File: src/hw/bgdbg_pkg.sv
/*
  Package for the background debug controller register block: field positions,
  reset values, serial command codes and the grouped carrier types.
  Assumes the serial command decoder and the core status signals live outside.
*/
// Notes on behaviour
// - An 8-bit status/control register reached only by serial debug commands, no address.
// - A 16-bit breakpoint address register read and written by breakpoint commands.
// - User program accesses never reach either debug register.
// - Permit bit 7 ignores writes while background state is active.
// - Permit bit once set stays 1 until normal reset; 0 blocks background entry.
// - Four status bits are read-only; control write never changes them.
// - Bit 6 reads 1 while background state active, 0 while user program runs.
// - Breakpoint enable bit 5 low disables breakpoint, ignoring force/tag and address.
// - Force mode match requests background entry at next instruction boundary.
// - Tag mode match tags the opcode; background entry if it reaches queue end.
// - Clock select bit 3 always read/write, resets 0 for alternate clock.
// - Background command forces core out of wait or stop into background state.
// - Bit 2 reads 1 in wait/stop or after background command left wait/stop.
// - Bit 1 sets when a memory access command fails due to wait/stop.
// - Data valid failure bit has no function here, no slow memory.
package bgdbg_pkg;
  localparam int unsigned CTL_W         = 8;
  localparam int unsigned BKPT_W        = 16;
  localparam int unsigned PERMIT_BIT    = 7;
  localparam int unsigned ACTIVE_BIT    = 6;
  localparam int unsigned BKPT_EN_BIT   = 5;
  localparam int unsigned FTS_BIT       = 4;
  localparam int unsigned CLKSEL_BIT    = 3;
  localparam int unsigned WS_BIT        = 2;
  localparam int unsigned WSF_BIT       = 1;
  localparam int unsigned DVF_BIT       = 0;
  localparam logic        PERMIT_RST    = 1'b0;
  localparam logic        BKPT_EN_RST   = 1'b0;
  localparam logic        FTS_RST       = 1'b0;
  localparam logic        CLKSEL_RST    = 1'b0;
  localparam logic [15:0] BKPT_ADDR_RST = 16'h0000;

  typedef enum logic [2:0] {
    CMD_NONE,
    CMD_READ_STATUS,
    CMD_WRITE_CONTROL,
    CMD_BKPT_READ,
    CMD_BKPT_WRITE,
    CMD_BACKGROUND
  } cmd_t;

  typedef struct packed {
    cmd_t        cmd;
    logic [15:0] wdata;
  } serial_req_t;

  typedef struct packed {
    logic        in_wait_stop;
    logic        mem_cmd_fail_ws;
    logic        instr_boundary;
    logic        opcode_fetch;
    logic        queue_end_tagged;
    logic [15:0] addr;
  } core_stat_t;
endpackage

File: src/hw/background_debug_control_regs.sv
/*
  Background debug controller registers: status/control byte and breakpoint
  match address, reached only through a decoded serial command port.
  Assumes the serial decoder presents one-cycle command strobes and that the core
  reports wait/stop, instruction boundaries and queue-end of tagged opcodes.
*/
`timescale 1ns/1ps
`default_nettype none
module background_debug_control_regs #(
  parameter int unsigned CTL_W  = bgdbg_pkg::CTL_W,
  parameter int unsigned BKPT_W = bgdbg_pkg::BKPT_W
) (
  input  wire logic                    clk_i,
  input  wire logic                    resetn_i,
  input  wire bgdbg_pkg::serial_req_t  req_i,
  input  wire bgdbg_pkg::core_stat_t   core_i,
  input  wire logic                    resume_i,
  output logic [15:0]                  rdata_o,
  output logic                         rvalid_o,
  output logic                         enter_bg_o,
  output logic                         tag_opcode_o,
  output logic                         bg_active_o,
  output logic                         comm_clk_bus_o
);
  logic              permit_r;
  logic              bkpt_en_r;
  logic              fts_r;
  logic              clksel_r;
  logic              active_r;
  logic              ws_latched_r;
  logic              wsf_r;
  logic              force_pend_r;
  logic [BKPT_W-1:0] bkpt_addr_r;
  logic [BKPT_W-1:0] rdata_r;
  logic              rvalid_r;
  logic              enter_bg_r;
  logic              tag_r;
  logic [CTL_W-1:0]  status_byte;
  logic              match;
  logic              bg_cmd;
  logic              ctl_wr;
  logic              enter_nxt;

  // Carrier structs fix both widths, so no other value can be served
  if (CTL_W != bgdbg_pkg::CTL_W) begin : g_ctl_w_check
    $error("status register width must match the serial carrier");
  end
  if (BKPT_W != bgdbg_pkg::BKPT_W) begin : g_bkpt_w_check
    $error("breakpoint width must match the serial carrier");
  end
  if (bgdbg_pkg::PERMIT_BIT >= CTL_W) begin : g_field_check
    $error("status fields must fit the status register");
  end

  // No user bus port exists, so user code cannot reach these registers
  assign ctl_wr = (req_i.cmd == bgdbg_pkg::CMD_WRITE_CONTROL);
  assign bg_cmd = (req_i.cmd == bgdbg_pkg::CMD_BACKGROUND) && permit_r;

  always_ff @(posedge clk_i or negedge resetn_i) begin
    if (!resetn_i) begin
      permit_r <= bgdbg_pkg::PERMIT_RST;
    end else if (ctl_wr && !active_r && req_i.wdata[bgdbg_pkg::PERMIT_BIT]) begin
      permit_r <= 1'b1;
    end
  end

  always_ff @(posedge clk_i or negedge resetn_i) begin
    if (!resetn_i) begin
      bkpt_en_r <= bgdbg_pkg::BKPT_EN_RST;
      fts_r     <= bgdbg_pkg::FTS_RST;
      clksel_r  <= bgdbg_pkg::CLKSEL_RST;
    end else if (ctl_wr) begin
      bkpt_en_r <= req_i.wdata[bgdbg_pkg::BKPT_EN_BIT];
      fts_r     <= req_i.wdata[bgdbg_pkg::FTS_BIT];
      clksel_r  <= req_i.wdata[bgdbg_pkg::CLKSEL_BIT];
    end
  end

  always_ff @(posedge clk_i or negedge resetn_i) begin
    if (!resetn_i) begin
      bkpt_addr_r <= bgdbg_pkg::BKPT_ADDR_RST;
    end else if (req_i.cmd == bgdbg_pkg::CMD_BKPT_WRITE) begin
      bkpt_addr_r <= req_i.wdata;
    end
  end

  // Breakpoint ignored entirely while disabled
  assign match = bkpt_en_r && (core_i.addr == bkpt_addr_r) && !active_r;

  always_ff @(posedge clk_i or negedge resetn_i) begin
    if (!resetn_i) begin
      force_pend_r <= 1'b0;
    // A pending force dies when the breakpoint is disabled or turned to tag mode
    end else if (enter_nxt || !permit_r || !bkpt_en_r || !fts_r) begin
      force_pend_r <= 1'b0;
    end else if (match && fts_r) begin
      force_pend_r <= 1'b1;
    end
  end

  // A match on the boundary cycle itself also counts
  assign enter_nxt = permit_r && !active_r &&
                     (bg_cmd ||
                      (((force_pend_r && bkpt_en_r && fts_r) || (match && fts_r)) &&
                       core_i.instr_boundary) ||
                      core_i.queue_end_tagged);

  always_ff @(posedge clk_i or negedge resetn_i) begin
    if (!resetn_i) begin
      enter_bg_r <= 1'b0;
      tag_r      <= 1'b0;
    end else begin
      enter_bg_r <= enter_nxt;
      tag_r      <= match && !fts_r && core_i.opcode_fetch;
    end
  end

  always_ff @(posedge clk_i or negedge resetn_i) begin
    if (!resetn_i) begin
      active_r <= 1'b0;
    end else if (enter_nxt) begin
      active_r <= 1'b1;
    end else if (resume_i) begin
      active_r <= 1'b0;
    end
  end

  // Remembers that background entry came out of wait or stop
  always_ff @(posedge clk_i or negedge resetn_i) begin
    if (!resetn_i) begin
      ws_latched_r <= 1'b0;
    end else if (enter_nxt) begin
      ws_latched_r <= core_i.in_wait_stop;
    end else if (resume_i) begin
      ws_latched_r <= 1'b0;
    end
  end

  // Set wins over the clear on resume
  always_ff @(posedge clk_i or negedge resetn_i) begin
    if (!resetn_i) begin
      wsf_r <= 1'b0;
    end else if (core_i.mem_cmd_fail_ws) begin
      wsf_r <= 1'b1;
    end else if (resume_i) begin
      wsf_r <= 1'b0;
    end
  end

  always_comb begin
    status_byte = '0;
    status_byte[bgdbg_pkg::PERMIT_BIT]  = permit_r;
    status_byte[bgdbg_pkg::ACTIVE_BIT]  = active_r;
    status_byte[bgdbg_pkg::BKPT_EN_BIT] = bkpt_en_r;
    status_byte[bgdbg_pkg::FTS_BIT]     = fts_r;
    status_byte[bgdbg_pkg::CLKSEL_BIT]  = clksel_r;
    status_byte[bgdbg_pkg::WS_BIT]      = core_i.in_wait_stop || ws_latched_r;
    status_byte[bgdbg_pkg::WSF_BIT]     = wsf_r;
    status_byte[bgdbg_pkg::DVF_BIT]     = 1'b0;
  end

  always_ff @(posedge clk_i or negedge resetn_i) begin
    if (!resetn_i) begin
      rdata_r  <= '0;
      rvalid_r <= 1'b0;
    end else begin
      rvalid_r <= 1'b0;
      case (req_i.cmd)
        bgdbg_pkg::CMD_READ_STATUS: begin
          rdata_r  <= {{(BKPT_W - CTL_W){1'b0}}, status_byte};
          rvalid_r <= 1'b1;
        end
        bgdbg_pkg::CMD_BKPT_READ: begin
          rdata_r  <= bkpt_addr_r;
          rvalid_r <= 1'b1;
        end
        default: begin
          rdata_r <= rdata_r;
        end
      endcase
    end
  end

  assign rdata_o        = rdata_r;
  assign rvalid_o       = rvalid_r;
  assign enter_bg_o     = enter_bg_r;
  assign tag_opcode_o   = tag_r;
  assign bg_active_o    = active_r;
  assign comm_clk_bus_o = clksel_r;
endmodule
`default_nettype wire

File: config.mk
export PLATFORM = sky130hd
export DESIGN_NAME = background_debug_control_regs
export DESIGN_NICKNAME = d
export VERILOG_FILES = /design/src/hw/bgdbg_pkg.sv /design/src/hw/background_debug_control_regs.sv
export SDC_FILE = /design/constraint.sdc
export NUM_CORES = 1
export LEC_CHECK = 0
export BUFFER_PORTS_ARGS = -buffer_cell sky130_fd_sc_hd__buf_2
export CAP_MARGIN = 40
export CORE_UTILIZATION = 52
export CTS_BUF_LIST = sky130_fd_sc_hd__clkbuf_8
export DETAILED_ROUTE_END_ITERATION = 16
export PLACE_DENSITY = 0.89
export SLEW_MARGIN = 40
export SYNTH_ARGS = -nofsm -noshare
export SYNTH_HDL_FRONTEND = slang
export SYNTH_SLANG_ARGS = --single-unit
File: constraint.sdc
create_clock -name clk_i -period 2 [get_ports clk_i]
set_clock_uncertainty 0.2 [all_clocks]
set_input_delay 0.2 -clock clk_i [delete_from_list [all_inputs] [get_ports clk_i]]
set_output_delay 0.2 -clock clk_i [all_outputs]
set_load 0.02 [all_outputs]
Yosys cells after proc, flatten, opt, wreduce, memory -nomap -nowiden
Index checks and enable logic that the tools add are counted.

Equal/unequal tests: 6. Mux-type cells: 8. Reduce and logical (&&, ||, !) cells: 29.

Operators by type and width (count): $pmux 16 s2 (1); $eq 16x16->1 (1); $logic_and 1x1->1 (13); $reduce_bool 2->1 (4); $logic_or 1x1->1 (7); $mux 1 (7); $eq 3x2->1 const B (2); $eq 3x3->1 const B (2); $logic_not 1->1 (4); $eq 3x1->1 const B (1); $reduce_or 2->1 (1).

Register bits after elaboration: 43. Output and inout bits: 21. Word-level logic and storage cells: 56.

Depth between registers and ports, before layout
Gate-level depths: netlist of the first run.

Depth in word-level cells: 13. Mapped depth: 7. Gate-level depth less buffers: 5.

Least setup slack after synthesis of the first run
OpenSTA, ideal clock, no wires.

Path kind: reg-to-reg. Start: reg active_r (netlist: bg_active_o). End: reg ws_latched_r. Setup time: 0.125 ns. Arrival: 1.413 ns. Data required time: 1.675 ns. Path slack: 0.262 ns. Cell stages (with the launch flop): 6. Buffers on the path: 0. Period minus slack after synthesis: 1.738 ns. Cell sequence: dfrtp_1 and4b_1 nand4b_1 nor4_1 a21oi_1 mux2_4.

Word-level cells in the longest chain between the ends: 9.

RTL lines: start: declaration (line background_debug_control_regs.sv:29) `logic active_r;`; start signal: assignment (line background_debug_control_regs.sv:120) `active_r <= 1'b0;`; start signal: assignment (line background_debug_control_regs.sv:122) `active_r <= 1'b1;`; start signal: assignment (line background_debug_control_regs.sv:124) `active_r <= 1'b0;`; $logic_not 1->1 * (line background_debug_control_regs.sv:88, background_debug_control_regs.sv:102); $logic_and 1x1->1 (line background_debug_control_regs.sv:88) `assign match = bkpt_en_r && (core_i.addr == bkpt_addr_r) && !active_r;`; $logic_and 1x1->1 (line background_debug_control_regs.sv:104) `(((force_pend_r && bkpt_en_r && fts_r) || (match && fts_r)) &&`; $logic_or 1x1->1 (line background_debug_control_regs.sv:104); $logic_and 1x1->1 (line background_debug_control_regs.sv:104); $logic_or 1x1->1 (line background_debug_control_regs.sv:103) `(bg_cmd ||`; $logic_or 1x1->1 (line background_debug_control_regs.sv:105) `core_i.instr_boundary) ||`; $logic_and 1x1->1 * (line background_debug_control_regs.sv:102) `assign enter_nxt = permit_r && !active_r &&`; $mux 1 or $reduce_bool 2->1 (tied branches); end signal: assignment (line background_debug_control_regs.sv:133) `ws_latched_r <= core_i.in_wait_stop;`; end: declaration (line background_debug_control_regs.sv:30) `logic ws_latched_r;`.

Every way passes the cells marked *; elsewhere a longest branch is shown, timed or not. A chain may end at the register's enable or synchronous reset.

Worst setup path in the final report of the first run
Start: reg bkpt_addr_r[4]. End: reg ws_latched_r.

Word-level cells in the longest chain between the ends: 10.

RTL lines: start: declaration (line background_debug_control_regs.sv:33) `logic [BKPT_W-1:0] bkpt_addr_r;`; start signal: assignment (line background_debug_control_regs.sv:81) `bkpt_addr_r <= bgdbg_pkg::BKPT_ADDR_RST;`; start signal: assignment (line background_debug_control_regs.sv:83) `bkpt_addr_r <= req_i.wdata;`; $eq 16x16->1 * (line background_debug_control_regs.sv:88); $logic_and 1x1->1 * (2 in series) (line background_debug_control_regs.sv:88); $logic_and 1x1->1 * (line background_debug_control_regs.sv:104); $logic_or 1x1->1 * (line background_debug_control_regs.sv:104); $logic_and 1x1->1 * (line background_debug_control_regs.sv:104); $logic_or 1x1->1 * (line background_debug_control_regs.sv:103); $logic_or 1x1->1 * (line background_debug_control_regs.sv:105); $logic_and 1x1->1 * (line background_debug_control_regs.sv:102); $mux 1 or $reduce_bool 2->1 (tied branches).

Marks and branches as above.

==> impl_metrics.toml, run 1 <==
[outcome]
outcome = "complete, no violations"

[cells_and_area]
seqCellArea_um2 = 1080
fin_area_um2 = 2650
drive_gt1_share_pct = 33.0
final_common_cell = "buf_2"
stdcell_count = 307
final_cell_mix = "buf_2 (63), dfrtp_1 (43), nand2_1 (30)"
diodes = 0
fillers = 226
multi_input_area_um2 = 812
areaGrowthSynthToFinish_pct = 36.4
nets = 303

[power_and_ir_drop]
p_int_mw = 1.71
pwr-share-seq_pct = 46.7
clockPowerShare_pct = 28.4
power_density_nw_per_um2 = 929
p_sw_mw = 0.751
p_leak_nw = 1.28
irDropWorstVdd_mv = 0.619
switching_share_pct = 30.5
combPwrFrac_pct = 24.9

[route]
wl_um = 4720
via_per_inst = 5.30
antenna_left = 0
wl_met2_um = 2310
dr.pass1.iters = 4
routed.top_layer = "met4"
drt_iter0_markers = 152
via_count = 1628
wl_met3_um = 224
wl_per_cell_um = 15.4
drc = 0
drt-met1-wl_um = 2050

[sta]
tns_ns = 0
timing.final.ws_setup_ns = 0.0821
post-route-period-util_pct = 95.9
period_minus_slack_ns = 1.92
setup-violations-final = 0
slew_viol_final = 0
relSlewSlack_pct = 66.2
rsz0062_at_grt = "no"
worstMarginPinSlew_ns = 0.508
hold_viol = 0
timing.fmax_ghz = 0.521

[synthesis]
synth_cell_types = 31
async_flop_share_pct = 100
synth_top_family_by_area = "multiplexers"
synth_fa_ha_area_share_pct = 0
synth-edff-count = 0
ys_warn_count = 0
syn_inst = 171
synth_compound_area_share_pct = 7.55
ys_ff_latch = 43
synth-simple-area-share_pct = 12.9
ys.flop_type = "dfrtp_1"
synth-seq-area-share_pct = 55.5
syn_nets = 214
syn_area_um2 = 1940
muxShareOfSynthArea_pct = 14.3
syn_area_per_cell_um2 = 11.3
synth-xor-area-share_pct = 6.77

[clock_network]
cts_tree = "yes"
post_cts_buffers = 0
clk_latency_ns = 0.30
htree_levels = 2
cts.path.max_buffers = 2
clkSlewWorstSetupHoldPaths_ns = 0.08
cts_buffers = 5
cts_root_buffer = "clkbuf_8"
cts_sinks = 43

[place]
hpwl_um = 3170
place_ws_ns = 0.139
numPortBuffers = 63
dp.cells = 278
placed_cell_area_um2 = 2310
place.gp.congestion = 0.801

[setup_path]
r2r_start = "bkpt_addr_r[4]"
rr_endpoint = "ws_latched_r"
startpoint_type = "flip-flop"
worstSetupPathType = "reg -> reg"
rrSetupSlack_ns = 0.08
r2r_cells = 5
cp.required_ns = 1.99
endpoint_kind = "flip-flop"
crit_arrival_ns = 1.90
cp_max_fo = 3

[die]
num_rows = 21
io_pins = 64
die_area_um2 = 3980
die_w_um = 63.1
die_y_um = 63.1
initial_core_util_pct = 56.3
core_um2 = 3440

[global_routing]
track_usage_pct = 25.5
grt_max_degree = 44
grt_pass1_wl_um = 7540
antenna_found_initial = 0
grt_pass1_vias = 1609
grt_overflow = 0

[run]
drv_cap = 0

[hold_path]
hold_path_class = "in -> reg"
hp-start = "core_i[18]"
min_to = "force_pend_r"
holdPathStages = 4
layout make-up:
cell class                 instances  area share (%)
clock buffer                       6            3.12
timing repair buffer              89            21.3
inverter                           5           0.710
tap                               46            2.18
multi-input combinational        116            30.7
clock inverter                     2            1.32
sequential                        43            40.7
metal layers:
layer | global-route usage (%) | vias to the layer above
li1 | - | 757
met1 | 32.1 | 799
met2 | 41.8 | 56
met3 | 5.25 | 16
met4 | 11.9 | 0
met5 | 0 | -
Yosys cell counts, types with 2 or more instances:
library cell | number | area [µm²]
a21oi_1 | 5 | 25.0
clkbuf_1 | 4 | 15.0
dfrtp_1 | 43 | 1080
inv_1 | 5 | 18.8
mux2_1 | 13 | 146
mux2_2 | 5 | 56.3
mux2i_1 | 6 | 60.1
nand2_1 | 30 | 113
nand4_1 | 3 | 18.8
nor2_1 | 2 | 7.51
nor2b_1 | 5 | 31.3
o211ai_1 | 2 | 15.0
o21ai_0 | 12 | 60.1
o21ai_1 | 6 | 30.0
xnor2_1 | 12 | 105
xor2_1 | 3 | 26.3
state kept, by name, summed over array words and instances (netlist names):
| signal | cells |
|---|---|
| tag_opcode_o | 1 |
| bkpt_en_r | 1 |
| permit_r | 1 |
| comm_clk_bus_o | 1 |
| bg_active_o | 1 |
| rvalid_o | 1 |
| wsf_r | 1 |
| enter_bg_o | 1 |
| fts_r | 1 |
| ws_latched_r | 1 |
| rdata_o | 16 |
| force_pend_r | 1 |
| bkpt_addr_r | 16 |
power groups by stage:
| stage | logic [mW] | clock network (mW) | registers [mW] |
|---|---|---|---|
| 2_1_floorplan | 0.271 | 0 | 1.23 |
| 3_3_place_gp | 0.557 | 0 | 1.15 |
| 6_report | 0.612 | 0.699 | 1.15 |
| 3_5_place_dp | 0.568 | 0 | 1.16 |
| 4_1_cts | 0.605 | 0.700 | 1.14 |
| 5_1_grt | 0.665 | 0.754 | 1.17 |
timing repair:
| action | in CTS | in global routing |
|---|---|---|
| hold buffers | 21 | 0 |
| gates resized for setup | 0 | 1 |
| endpoints found under the hold margin | 67 | 0 |
| endpoints found under the setup margin | 0 | 1 |
critical path, cell delays in order, from the launching register on:
cell and delay [ns]:
dfrtp_1 0.41, xnor2_1 0.19, nand4_1 0.20, nor4_2 0.33
a21oi_1 0.16, mux2_4 0.32
logic make-up after synthesis:
family | count (synthesis)
flip-flops | 43
XOR/XNOR | 15
multiplexers | 25
buffers and inverters | 12
AO/OA/AOI/OAI | 27
AND/OR/NAND/NOR | 49
worst max-delay path by stage:
stage	startpoint	to	slack, ns	cells after the start
final	bkpt_addr_r[4]	ws_latched_r	0.08	5
after global routing	bkpt_addr_r[4]	ws_latched_r	0.01	5
after CTS	bkpt_addr_r[4]	ws_latched_r	0.09	5
after detailed placement	bkpt_addr_r[8]	ws_latched_r	0.14	5
after global placement	bkpt_addr_r[4]	ws_latched_r	0.26	5
after floorplan	bg_active_o	ws_latched_r	0.26	5
metrics by stage:
stage	utilization [%]	total power [mW]	hold WS, ns
after detailed placement	67.1	1.73	0.0988
final	76.8	2.46	0.108
after floorplan	-	1.50	-0.296
after global routing	76.8	2.58	0.128
after global placement	67.1	1.70	0.0941
after CTS	76.7	2.45	0.0910
(Power assumes the default switching activity.)
==> inputs of run 2 (changes only) <==
Settings changed: BUFFER_PORTS_ARGS -buffer_cell sky130_fd_sc_hd__buf_2 to -buffer_cell sky130_fd_sc_hd__buf_4, CTS_CLUSTER_SIZE set to 25.
==> run 2 against run 1 <==
Setup slack gained 0.049 ns. Maximum frequency grew 2.6%. Sequential cell count is the same. Register-to-register slack better by 0.05 ns. Clock-buffer cell count unchanged. Clock power down 21%. Largest cell class unchanged. Sequential power about the same.
==> impl_metrics.toml, run 2 (synthesis results as in run 1) <==
[outcome]
outcome = "complete, no violations"

[setup_path]
cp.required_ns = 1.98
worstSetupPathType = "reg -> reg"
endpoint_kind = "flip-flop"
startpoint_type = "flip-flop"
rrSetupSlack_ns = 0.13
crit_arrival_ns = 1.85
cp_max_fo = 3

[clock_network]
cts_sinks = 43
cts_root_buffer = "clkbuf_8"
cts_buffers = 5
clkSlewWorstSetupHoldPaths_ns = 0.07
cts_resized = 0
cts_tree = "yes"
clk_latency_ns = 0.30
htree_levels = 2
cts.path.max_buffers = 2

[place]
numPortBuffers = 63
placed_cell_area_um2 = 2450
place_ws_ns = 0.198
place.gp.congestion = 0.815
hpwl_um = 3310

[power_and_ir_drop]
irDropWorstVdd_mv = 0.593
power_density_nw_per_um2 = 864
p_leak_nw = 1.30

[cells_and_area]
fin_area_um2 = 2750
nets = 301
areaGrowthSynthToFinish_pct = 41.9
drive_gt1_share_pct = 31.8
final_cell_mix = "buf_4 (66), dfrtp_1 (43), nand2_1 (30)"
final_common_cell = "buf_4"
diodes = 0
final_core_util_pct = 79.9

[die]
io_pins = 64
die_area_um2 = 3980
initial_core_util_pct = 56.3
core_um2 = 3440
num_rows = 21
die_w_um = 63.1
die_y_um = 63.1

[global_routing]
track_usage_pct = 26.9
antenna_found_initial = 0
grt_pass1_wl_um = 7950
grt_pass1_vias = 1654
grt_overflow = 0
grt_max_degree = 44

[route]
wl_um = 4850
wl_per_cell_um = 16.0
drt_iter0_markers = 121
antenna_left = 0
dr.pass1.iters = 6
drc = 0
via_count = 1597
via_per_inst = 5.25

[sta]
period_minus_slack_ns = 1.87
slew_viol_final = 0
rsz0062_at_grt = "no"
relSlewSlack_pct = 64.3
worstMarginPinSlew_ns = 0.535
tns_ns = 0
hold_viol = 0
timing.fmax_ghz = 0.535
holdWs_ns = 0.0773
post-route-period-util_pct = 93.5
setup-violations-final = 0
timing.final.ws_setup_ns = 0.131

[run]
drv_cap = 0

[hold_path]
hold_path_class = "in -> reg"
[run 2: per-stage QoR]
step	std cells	power (mW)
final	304	2.38
after global routing	304	2.50
after CTS	304	2.37
after detailed placement	276	1.80
after global placement	276	1.77
after floorplan	171	1.50
[run 2: report_power, final]
group          leakage (nW)  total (mW)  internal, mW  switching (mW)
combinational         0.726       0.672         0.341           0.331
clock                0.0470       0.553         0.271           0.282
sequential            0.531        1.15          1.02           0.128
[run 2: layer usage]
metal / GRT usage, % / vias up / wire length, µm
met1: 33.4 / 768 / 2100
met2: 44.8 / 62 / 2370
met3: 6.34 / 12 / 256
met5: 0 / - / 0
li1: - / 755 / -
met4: 11.3 / 0 / 128
[run 2: final cells by class]
type / instances / area [µm²]
clock buffers: 6 / 82.6
clock inverters: 1 / 5.00
fillers: 197 / 691
inverters: 5 / 18.8
multi-input cells: 116 / 806
flip-flops and latches: 43 / 1080
well taps: 46 / 57.6
repair buffers: 87 / 706
[run 2: repair_timing]
item | in CTS | in global routing
hold buffers | 21 | 0
endpoints found under the hold margin | 67 | 0
setup buffers | 0 | 0
[run 2: worst paths after layout]
kind	from	end	depth (start not counted)
worst max register to register	bkpt_addr_r[12]	ws_latched_r	5
min in group asynchronous	resetn_i	rdata_o[14]	2
max in group asynchronous	resetn_i	tag_opcode_o	2
worst min-delay path	req_i[17]	rdata_o[15]	3
worst max-delay path	bkpt_addr_r[12]	ws_latched_r	5
worst min register to register	rdata_o[5]	rdata_o[5]	2
[run 2: worst max-delay path, stage by stage (launching register included)]
cell and delay [ns]:
dfrtp_1 0.42, xnor2_1 0.19, nand2_1 0.09, nor4_2 0.35, a21oi_1 0.18, mux2_4 0.32
